### config.mk
export PLATFORM = sky130hd
export DESIGN_NAME = irq_enable_pin_ctrl
export DESIGN_NICKNAME = d
export VERILOG_FILES = /design/src/irq_ctrl_pkg.sv /design/src/pin_ctrl_if.sv /design/src/irq_enable_pin_ctrl.sv /design/src/irq_pin_driver.sv
export SDC_FILE = /design/constraint.sdc
export NUM_CORES = 1
export LEC_CHECK = 0
export BUFFER_PORTS_ARGS = -buffer_cell sky130_fd_sc_hd__buf_2
export CORE_UTILIZATION = 58
export CTS_CLUSTER_DIAMETER = 150
export CTS_CLUSTER_SIZE = 40
export DETAILED_ROUTE_END_ITERATION = 10
export PLACE_DENSITY = 0.83
export SYNTH_ARGS = -nofsm -noshare
export SYNTH_HDL_FRONTEND = slang
export SYNTH_HIERARCHICAL = 1
export SYNTH_SLANG_ARGS = --single-unit
### constraint.sdc
create_clock -name core_clk -period 4.5 [get_ports core_clk]
set_clock_uncertainty 0.2 [all_clocks]
set_input_delay 0.225 -clock core_clk [delete_from_list [all_inputs] [get_ports core_clk]]
set_output_delay 0.225 -clock core_clk [all_outputs]
set_load 0.02 [all_outputs]
### src/irq_ctrl_pkg.sv
// Purpose: Shared constants and state types for the interrupt enable and pin control block.
// Assumes: Eight-bit register port, one clock, synchronous active-low reset.
// Notes: Reserved register bits are masked on write and read back as zero.
package irq_ctrl_pkg;

  // Register offsets on the host register port.
  localparam logic [7:0] ADDR_EN_MOTION = 8'h50;
  localparam logic [7:0] ADDR_EN_FIFO = 8'h51;
  localparam logic [7:0] ADDR_EN_STEP = 8'h52;
  localparam logic [7:0] ADDR_OUT_CTRL = 8'h53;
  localparam logic [7:0] ADDR_LATCH = 8'h54;
  localparam logic [7:0] ADDR_MAP_A = 8'h55;
  localparam logic [7:0] ADDR_MAP_MIX = 8'h56;
  localparam logic [7:0] ADDR_MAP_B = 8'h57;

  // Reset values; every register in this block clears to zero.
  localparam logic [7:0] RST_BYTE = 8'h00;

  // Writable-bit masks; reserved positions stay zero.
  localparam logic [7:0] MASK_EN_MOTION = 8'hF7;
  localparam logic [7:0] MASK_EN_FIFO = 8'h7F;
  localparam logic [7:0] MASK_EN_STEP = 8'h0F;
  localparam logic [7:0] MASK_LATCH = 8'h3F;
  localparam logic [7:0] MASK_FULL = 8'hFF;

  // Field positions of the first enable byte.
  localparam int EN0_FLAT = 7;
  localparam int EN0_ORIENT = 6;
  localparam int EN0_S_TAP = 5;
  localparam int EN0_D_TAP = 4;
  // Field positions of the second enable byte.
  localparam int EN1_FWM = 6;
  localparam int EN1_FFULL = 5;
  localparam int EN1_DRDY = 4;
  localparam int EN1_LOW = 3;
  // Field position of the step detector in the third enable byte.
  localparam int EN2_STEP = 3;

  // Field positions of the pin output control byte.
  localparam int OC_B_DRIVE = 7;
  localparam int OC_B_OD = 6;
  localparam int OC_B_POL = 5;
  localparam int OC_B_EDGE = 4;
  localparam int OC_A_DRIVE = 3;
  localparam int OC_A_OD = 2;
  localparam int OC_A_POL = 1;
  localparam int OC_A_EDGE = 0;

  // Field positions of the latch register.
  localparam int LATCH_B_IN = 5;
  localparam int LATCH_A_IN = 4;

  // Interrupt source indices, in the order of the mapping bytes.
  localparam int SRC_LOW_STEP = 0;
  localparam int SRC_HIGH = 1;
  localparam int SRC_ANYMO = 2;
  localparam int SRC_NOMO = 3;
  localparam int SRC_D_TAP = 4;
  localparam int SRC_S_TAP = 5;
  localparam int SRC_ORIENT = 6;
  localparam int SRC_FLAT = 7;
  localparam int SRC_PMU = 8;
  localparam int SRC_FFULL = 9;
  localparam int SRC_FWM = 10;
  localparam int SRC_DRDY = 11;
  localparam int NUM_SRC = 12;
  localparam int NUM_PINS = 2;
  localparam int PIN_A = 0;
  localparam int PIN_B = 1;

  // State of one pin driver.
  typedef struct packed {
    logic prev_active;
    logic trig;
    logic tag;
    logic out;
    logic oe;
  } pin_state_t;

  // State of the register file.
  typedef struct packed {
    logic [7:0] en_motion;
    logic [7:0] en_fifo;
    logic [7:0] en_step;
    logic [7:0] out_ctrl;
    logic [7:0] latch;
    logic [7:0] map_a;
    logic [7:0] map_mix;
    logic [7:0] map_b;
    logic [7:0] rdata;
    logic rvalid;
  } ctrl_state_t;

endpackage

### src/pin_ctrl_if.sv
// Purpose: Carries one pin's configuration and its detected input events.
// Assumes: Used only between the control block and its pin drivers.
// Notes: The control side owns every configuration signal.
`timescale 1ns/1ps
interface pin_ctrl_if;
  logic drive_on;
  logic open_drain;
  logic polarity;
  logic edge_sense;
  logic input_en;
  logic assert_req;
  logic trigger;
  logic tag;

  modport ctrl_side (
    output drive_on, open_drain, polarity, edge_sense, input_en, assert_req,
    input trigger, tag
  );
  modport pin_side (
    input drive_on, open_drain, polarity, edge_sense, input_en, assert_req,
    output trigger, tag
  );
endinterface
### src/irq_enable_pin_ctrl.sv
// Purpose: Interrupt engine enables, interrupt-to-pin routing and pin electrical control.
// Assumes: Register port strobes and pin inputs are synchronous to core_clk.
// Notes: Reserved bits are dropped on write; unmapped reads return zero.
// How it works
// - Each engine runs only while its enable bit is one; enables clear at reset.
// - First enable byte: flat, orientation, single tap, double tap, any-motion z y x.
// - Second enable byte: watermark, full, data ready, low, high z y x.
// - Third enable byte: step detector and no-motion z y x; upper nibble reserved.
// - Control bit 7 turns the second pin's output driver on or off.
// - Control bit 6 picks open drain or push pull for the second pin.
// - Control bit 5 sets the second pin's active level, output or trigger input.
// - Control bit 4 picks edge or level sensing on the second pin.
// - Control bit 3 turns the first pin's output driver on or off.
// - Control bit 2 picks open drain or push pull for the first pin.
// - Control bit 1 sets the first pin's active level, output or trigger input.
// - Control bit 0 picks edge or level sensing on the first pin.
// - Edge or level choice only matters while the pin serves as input.
// - Frame tagging through a pin ignores that pin's active level.
// - Pin control byte resets to zero: outputs off, push pull, low, level.
// - Latch bits five and four enable the second and first pin as inputs.
// - Mapping bits route each interrupt to a pin; one means routed.
`timescale 1ns/1ps
module irq_enable_pin_ctrl (
  input wire logic core_clk,
  input wire logic rst_n,
  input wire logic [7:0] reg_addr,
  input wire logic [7:0] reg_wdata,
  input wire logic reg_wr,
  input wire logic reg_rd,
  output logic [7:0] reg_rdata,
  output logic reg_rvalid,
  input wire logic [irq_ctrl_pkg::NUM_SRC-1:0] irq_src,
  output logic [23:0] engine_run,
  output logic [3:0] latch_mode,
  input wire logic pin_a_in,
  output logic pin_a_out,
  output logic pin_a_oe,
  input wire logic pin_b_in,
  output logic pin_b_out,
  output logic pin_b_oe,
  output logic power_trigger_a,
  output logic power_trigger_b,
  output logic queue_mark_via_pin_a,
  output logic queue_mark_via_pin_b
);
  import irq_ctrl_pkg::*;

  ctrl_state_t st_ff;
  ctrl_state_t nxt_st;
  logic [NUM_SRC-1:0] src_enable;
  logic [NUM_SRC-1:0] src_gated;
  logic [NUM_SRC-1:0] route_a;
  logic [NUM_SRC-1:0] route_b;
  logic [NUM_PINS-1:0] pin_in_vec;
  logic [NUM_PINS-1:0] pin_out_vec;
  logic [NUM_PINS-1:0] pin_oe_vec;

  pin_ctrl_if pin_if [NUM_PINS] ();

  // Register file: host writes and registered reads.
  // Reserved bits are masked here so the stored value always reads back clean,
  // which spares every consumer from masking again.
  always_comb begin
    nxt_st = st_ff;
    nxt_st.rvalid = reg_rd;
    if (reg_wr) begin
      unique case (reg_addr)
        ADDR_EN_MOTION: begin
          nxt_st.en_motion = reg_wdata & MASK_EN_MOTION;
        end
        ADDR_EN_FIFO: begin
          nxt_st.en_fifo = reg_wdata & MASK_EN_FIFO;
        end
        ADDR_EN_STEP: begin
          nxt_st.en_step = reg_wdata & MASK_EN_STEP;
        end
        ADDR_OUT_CTRL: begin
          nxt_st.out_ctrl = reg_wdata & MASK_FULL;
        end
        ADDR_LATCH: begin
          nxt_st.latch = reg_wdata & MASK_LATCH;
        end
        ADDR_MAP_A: begin
          nxt_st.map_a = reg_wdata;
        end
        ADDR_MAP_MIX: begin
          nxt_st.map_mix = reg_wdata;
        end
        ADDR_MAP_B: begin
          nxt_st.map_b = reg_wdata;
        end
        default: begin
          // Writes to other addresses belong to other blocks and are ignored.
        end
      endcase
    end
    // Reads return the stored byte, including a same-cycle write's old value.
    if (reg_rd) begin
      unique case (reg_addr)
        ADDR_EN_MOTION: begin
          nxt_st.rdata = st_ff.en_motion;
        end
        ADDR_EN_FIFO: begin
          nxt_st.rdata = st_ff.en_fifo;
        end
        ADDR_EN_STEP: begin
          nxt_st.rdata = st_ff.en_step;
        end
        ADDR_OUT_CTRL: begin
          nxt_st.rdata = st_ff.out_ctrl;
        end
        ADDR_LATCH: begin
          nxt_st.rdata = st_ff.latch;
        end
        ADDR_MAP_A: begin
          nxt_st.rdata = st_ff.map_a;
        end
        ADDR_MAP_MIX: begin
          nxt_st.rdata = st_ff.map_mix;
        end
        ADDR_MAP_B: begin
          nxt_st.rdata = st_ff.map_b;
        end
        default: begin
          nxt_st.rdata = RST_BYTE;
        end
      endcase
    end
  end

  // Every register clears at reset, so all engines are off and both pins float.
  always_ff @(posedge core_clk) begin
    if (!rst_n) begin
      st_ff.en_motion <= RST_BYTE;
      st_ff.en_fifo <= RST_BYTE;
      st_ff.en_step <= RST_BYTE;
      st_ff.out_ctrl <= RST_BYTE;
      st_ff.latch <= RST_BYTE;
      st_ff.map_a <= RST_BYTE;
      st_ff.map_mix <= RST_BYTE;
      st_ff.map_b <= RST_BYTE;
      st_ff.rdata <= RST_BYTE;
      st_ff.rvalid <= 1'b0;
    end else begin
      st_ff <= nxt_st;
    end
  end

  assign reg_rdata = st_ff.rdata;
  assign reg_rvalid = st_ff.rvalid;
  assign latch_mode = st_ff.latch[3:0];

  // Engine run lines come straight from the enable flops, in register order.
  assign engine_run = {st_ff.en_step, st_ff.en_fifo, st_ff.en_motion};

  // An engine's result counts only while that engine is switched on.
  // Engines with per-axis enables run while any of their axes is on.
  always_comb begin
    src_enable = '0;
    src_enable[SRC_LOW_STEP] = st_ff.en_fifo[EN1_LOW] | st_ff.en_step[EN2_STEP];
    src_enable[SRC_HIGH] = |st_ff.en_fifo[2:0];
    src_enable[SRC_ANYMO] = |st_ff.en_motion[2:0];
    src_enable[SRC_NOMO] = |st_ff.en_step[2:0];
    src_enable[SRC_D_TAP] = st_ff.en_motion[EN0_D_TAP];
    src_enable[SRC_S_TAP] = st_ff.en_motion[EN0_S_TAP];
    src_enable[SRC_ORIENT] = st_ff.en_motion[EN0_ORIENT];
    src_enable[SRC_FLAT] = st_ff.en_motion[EN0_FLAT];
    // The power trigger has no engine enable of its own.
    src_enable[SRC_PMU] = 1'b1;
    src_enable[SRC_FFULL] = st_ff.en_fifo[EN1_FFULL];
    src_enable[SRC_FWM] = st_ff.en_fifo[EN1_FWM];
    src_enable[SRC_DRDY] = st_ff.en_fifo[EN1_DRDY];
  end

  assign src_gated = irq_src & src_enable;

  // Routing: the shared mapping byte holds the data-driven sources for both pins.
  assign route_a = {st_ff.map_mix[7:4], st_ff.map_a};
  assign route_b = {st_ff.map_mix[3:0], st_ff.map_b};

  // Pin A configuration from the low nibble of the control byte.
  assign pin_if[PIN_A].drive_on = st_ff.out_ctrl[OC_A_DRIVE];
  assign pin_if[PIN_A].open_drain = st_ff.out_ctrl[OC_A_OD];
  assign pin_if[PIN_A].polarity = st_ff.out_ctrl[OC_A_POL];
  assign pin_if[PIN_A].edge_sense = st_ff.out_ctrl[OC_A_EDGE];
  assign pin_if[PIN_A].input_en = st_ff.latch[LATCH_A_IN];
  assign pin_if[PIN_A].assert_req = |(src_gated & route_a);

  // Pin B configuration from the high nibble of the control byte.
  assign pin_if[PIN_B].drive_on = st_ff.out_ctrl[OC_B_DRIVE];
  assign pin_if[PIN_B].open_drain = st_ff.out_ctrl[OC_B_OD];
  assign pin_if[PIN_B].polarity = st_ff.out_ctrl[OC_B_POL];
  assign pin_if[PIN_B].edge_sense = st_ff.out_ctrl[OC_B_EDGE];
  assign pin_if[PIN_B].input_en = st_ff.latch[LATCH_B_IN];
  assign pin_if[PIN_B].assert_req = |(src_gated & route_b);

  assign pin_in_vec = {pin_b_in, pin_a_in};

  // One driver per pin; a pin with both output and input enabled drives and
  // raises no trigger, though its tag still follows the pin, so a device cannot trigger itself from its own output.
  genvar gi;
  generate
    for (gi = 0; gi < NUM_PINS; gi = gi + 1) begin : g_pin
      irq_pin_driver u_drv (
        .core_clk(core_clk),
        .rst_n(rst_n),
        .cfg(pin_if[gi]),
        .pin_in(pin_in_vec[gi]),
        .pin_out(pin_out_vec[gi]),
        .pin_oe(pin_oe_vec[gi])
      );
    end
  endgenerate

  assign pin_a_out = pin_out_vec[PIN_A];
  assign pin_a_oe = pin_oe_vec[PIN_A];
  assign pin_b_out = pin_out_vec[PIN_B];
  assign pin_b_oe = pin_oe_vec[PIN_B];

  // Trigger and tag results leave the block for the power unit and the queue.
  assign power_trigger_a = pin_if[PIN_A].trigger;
  assign power_trigger_b = pin_if[PIN_B].trigger;
  assign queue_mark_via_pin_a = pin_if[PIN_A].tag;
  assign queue_mark_via_pin_b = pin_if[PIN_B].tag;
endmodule

### src/irq_pin_driver.sv
// Purpose: Drives one interrupt pin and senses it when it serves as an input.
// Assumes: The pin input is synchronous to core_clk.
// Notes: Pin output and enable are registered, one cycle behind their cause.
`timescale 1ns/1ps
module irq_pin_driver (
  input wire logic core_clk,
  input wire logic rst_n,
  pin_ctrl_if.pin_side cfg,
  input wire logic pin_in,
  output logic pin_out,
  output logic pin_oe
);
  import irq_ctrl_pkg::*;

  pin_state_t st_ff;
  pin_state_t nxt_st;
  logic level;
  logic sensing;
  logic active_in;

  // Next state of the driver and of the input sensing.
  always_comb begin
    nxt_st = st_ff;
    level = cfg.polarity ? cfg.assert_req : ~cfg.assert_req;
    sensing = cfg.input_en & ~cfg.drive_on;
    active_in = cfg.polarity ? pin_in : ~pin_in;
    if (!cfg.drive_on) begin
      nxt_st.oe = 1'b0;
      nxt_st.out = 1'b0;
    end else if (cfg.open_drain) begin
      // Open drain only ever pulls low; high comes from the board.
      nxt_st.oe = ~level;
      nxt_st.out = 1'b0;
    end else begin
      nxt_st.oe = 1'b1;
      nxt_st.out = level;
    end
    // Edge mode pulses once per assertion, level mode follows the pin.
    if (!sensing) begin
      nxt_st.trig = 1'b0;
    end else if (cfg.edge_sense) begin
      nxt_st.trig = active_in & ~st_ff.prev_active;
    end else begin
      nxt_st.trig = active_in;
    end
    nxt_st.prev_active = sensing & active_in;
    // Tagging follows the raw pin so polarity cannot change it.
    nxt_st.tag = cfg.input_en & pin_in;
  end

  // All driver state clears to an undriven pin.
  always_ff @(posedge core_clk) begin
    if (!rst_n) begin
      st_ff <= '0;
    end else begin
      st_ff <= nxt_st;
    end
  end

  assign pin_out = st_ff.out;
  assign pin_oe = st_ff.oe;
  assign cfg.trigger = st_ff.trig;
  assign cfg.tag = st_ff.tag;
endmodule

## Yosys cells after proc, flatten, opt, wreduce, memory -nomap -nowiden

Index checks and enable logic that the tools add are counted.
W data, S select, Z words.

- Flip-flop bits (word level): 75
- Input port bits: 34
- Logic and storage cells: 79
- Output and inout bits: 45

- Equality and inequality tests: 8
- Mux-type cells: 9
- Reductions and logical operators: 19
- Bitwise operators: 23

Operators with widths:

| kind | count |
|---|---|
| $eq A8 B7 Y1 const B | 8 |
| $pmux W8 S8 | 1 |
| $and A12 B12 Y12 | 3 |
| $reduce_and A2 Y1 | 12 |
| $reduce_or A12 Y1 | 2 |
| $reduce_or A3 Y1 | 5 |
| $not A1 Y1 | 11 |
| $and A1 B1 Y1 | 8 |
| $mux W1 | 8 |
| $or A1 B1 Y1 | 1 |

## Logic depth before layout (Yosys ltp)

- Word-level depth: 8
- Mapped depth: 6
- Gate-level depth less buffers: 6

## By module

The synthesis kept the hierarchy.

By module, submodules not included:

| module | area each (µm²) | sequential area each (µm²) | instances | cells an instance |
|---|---|---|---|---|
| irq_enable_pin_ctrl | 3,260.6 | 1,301.2 | 1 | 328 |
| irq_pin_driver | 163.9 | 100.1 | 2 | 14 |

## Least setup slack after synthesis

Ideal clock, no wire load.

- Kind: in2reg
- Start point: input port reg_addr[2]
- End point: register st_ff, in the netlist engine_run[17]
- Stages on the path: 6
- Path slack: 2,683 ps
- Library setup time: 116 ps
- Buffers on the path: 2
- Data required time: 4,184 ps
- Arrival: 1,501 ps
- Cell sequence: buf_4 > or3b_4 > or4_4 > buf_6 > mux2i_1 > nor2b_1

- Word-level cells in the longest chain between the ends: 2

Ends and longest elaborated chain:

| item | RTL line | RTL |
|---|---|---|
| start: declaration | irq_enable_pin_ctrl.sv:26 | `input wire logic [7:0] reg_addr,` |
| $eq A8 B7 Y1 | irq_enable_pin_ctrl.sv:67 | `unique case (reg_addr)` |
| $reduce_and A2 Y1 (no line) | -- |  |
| end signal: assignment | irq_enable_pin_ctrl.sv:145 | `st_ff <= nxt_st;` |
| end: declaration | irq_enable_pin_ctrl.sv:48 | `ctrl_state_t st_ff;` |

Every way passes these cells.
A chain may end at the register's enable or synchronous reset.

## Final worst setup path

- Start point: input port reg_addr[2]
- End point: register st_ff, in the netlist route_b[7]

The elaborated chain is that of the path after synthesis.

==> run metrics <==
number of library cell types mapped by synthesis=between 50 and 60; Hold Path Class=in2reg; outcome=finished, final reports clean; DIE HEIGHT=80.7 um; DR vias/cell=5.99; setup TNS=0 ns; hold buffers post-CTS=3; M1 wire length=4.05 mm; met2 wire len=around 4.0 mm; routed wire length=9.07 mm; fin cells=498; sequential area share after synthesis=0.418; worst setup margin=2.26 ns; CP endpoint kind=register; PortBufs=72; post-synthesis instance total=between 300 and 400; Main synth FF type=dfxtp_1; vias post-DR=2985; Clock Tree Buf Depth=2; Post-CTS Setup Inserts=0; largest net degree at the start of global routing=between 60 and 70; Yosys top cell area share=0.418; dpl ws=1.92 ns; Peak VDD IR=0.241 mV; most common cell in the netlist=dfxtp_1; Lkg Pwr=1.82 nW; Congestion Overflow GR=0; ranking of synthesized cells by area=dfxtp_1 (42%), mux2i_1 (17%), nor2b_1 (11%); global-route total usage across every layer=0.297; Worst-Skew Late Latency=0.35 ns; CTS tree=built; Post-Syn Area=between 3000 and 4000 um^2; initial core utilization=0.603; total power=1.22 mW; Max Freq=around 450 MHz; Mean Syn Cell Area=10.1 um^2; ys async rst share=0; top layer reached by signal wires=met4; FP Rows=28; Pwr Density=296 nW/um^2; initial antenna violation count=0; max-slew violation count=0; Final period util=0.498; setup violators final=0; number of global-route vias before repair=2609; Layout Nets=453; CTS root buffer=clkbuf_8; clk slew on worst S/H paths=roughly 0.070 ns; Antenna Nets Post-Route=0; fraction of layout cells with a size suffix above 1=0.236; Ys Warns=6; CTS HTree Levels=3; placed wire-length estimate=6.65 mm; worst path required time=4.55 ns; CTS resizes=0; Ant. Diodes=0; # DRC=0; max-cap violation count=0; FILL cells=468; storage element area=1500 um^2; first-pass GRT wire length=between 10 and 15 mm; top cells by count, synth=dfxtp_1 (75), nor2b_1 (62), mux2i_1 (60); drt pass-1 iters=5; Final Critical Period=2.24 ns; RSZ-0062 raised after global routing=no; area grow syn2layout=15.1%; cts bufs inserted=9; Yosys reg bits=75; critical path peak fanout=18; CTS sink count=75; Core Area=slightly below 6000 um^2; Critical Path AT=2.29 ns; EDFF count, synth=0; DP Cell Count=between 400 and 500; Fin. Hold Viols=0; Slew @ Worst Pin=1.15 ns; Setup CP Type=in2reg; I/O pin count=about 80; DR WL met3=839 um; Die W=80.7 um; area occupied by multi-input gates=1960 um^2; Slew HR=0.234; initial drt markers=352; Die ar.=6510 um^2; Setup crit start kind=primary input; leading area contributor after synthesis=dfxtp_1; gpl congestion=0.931; WL per Instance=18.2 um
[final timing paths]
kind                                 to  slack [ns]               startpoint  depth (start not counted)
max                          route_b[7]        2.26              reg_addr[2]                          5
min                  pin_if[1].drive_on        0.02             reg_wdata[7]                          3
max reg2reg      g_pin[1].u_drv/pin_out        2.68            engine_run[8]                          5
min reg2reg  g_pin[0].u_drv/cfg.trigger        0.24  g_pin[0].u_drv/st_ff[4]                          1
[cell type report]
class	instances	area share
Sequential cell	75	0.364
Inverter	1	0.000909
Clock inverter	2	0.00242
Timing Repair Buffer	75	0.0945
Tap cell	75	0.0227
Multi-Input combinational cell	257	0.475
Clock buffer	13	0.0409
[cell usage in the layout (no fill, tap or decap), types with 5 or more instances in the layout]
master     n
dfxtp_1   75
buf_2     72
nor2b_1   62
mux2i_1   60
nand3_1   21
clkbuf_8  12
nand2_1   10
a22oi_1    9
nor2_1     6
conb_1     6
a21oi_1    5
mux2_2     5
[metal layers]
metal / GRT usage / vias up
met2: 0.419 / 161
met1: 0.424 / 1389
met5: 0 / -
met3: 0.0659 / 22
li1: - / 1413
met4: 0.138 / 0
[sequential cells by signal, indices dropped and copies added, names as in the netlist]
| name | flops |
|---|---|
| engine_run | 18 |
| g_pin.u_drv/cfg.tag | 2 |
| g_pin.u_drv/cfg.trigger | 2 |
| g_pin.u_drv/pin_oe | 2 |
| g_pin.u_drv/pin_out | 2 |
| g_pin.u_drv/st_ff | 2 |
| latch_mode | 4 |
| pin_if.drive_on | 2 |
| pin_if.edge_sense | 2 |
| pin_if.input_en | 2 |
| pin_if.open_drain | 2 |
| pin_if.polarity | 2 |
| reg_rdata | 8 |
| reg_rvalid | 1 |
| route_a | 12 |
| route_b | 12 |
[stage by stage]
step | area [um^2] | hold slack [ns] | utilization
floorplan | 3610 | 0.147 | -
global placement | 3920 | 0.220 | 0.658
detailed placement | 3920 | 0.223 | 0.658
finish | 4130 | 0.0160 | 0.693
global route | 4130 | 0.0301 | 0.693
CTS | 4130 | 0.00888 | 0.693
[worst max-delay path: stages]
cell	delay (ns)
buf_2	0.31
and2_1	0.41
nor4b_2	0.99
mux2i_1	0.29
nor2b_1	0.06
[logic make-up after synthesis]
family,after synthesis,share of synthesized area
compound gates,48,0.106
xor+xnor,4,0.00976
buf+inv,29,0.0418
flops,75,0.418
mux,67,0.198
other cells,1,0.00105
simple gates,132,0.226
[report_power, final]
group          internal, mW  switching [mW]  leakage (nW)
Clock                 0.241           0.233        0.0953
Combinational        0.0308          0.0511          1.12
Sequential            0.664        0.000882         0.604
Note: power is estimated with default switching activity, not from simulation.
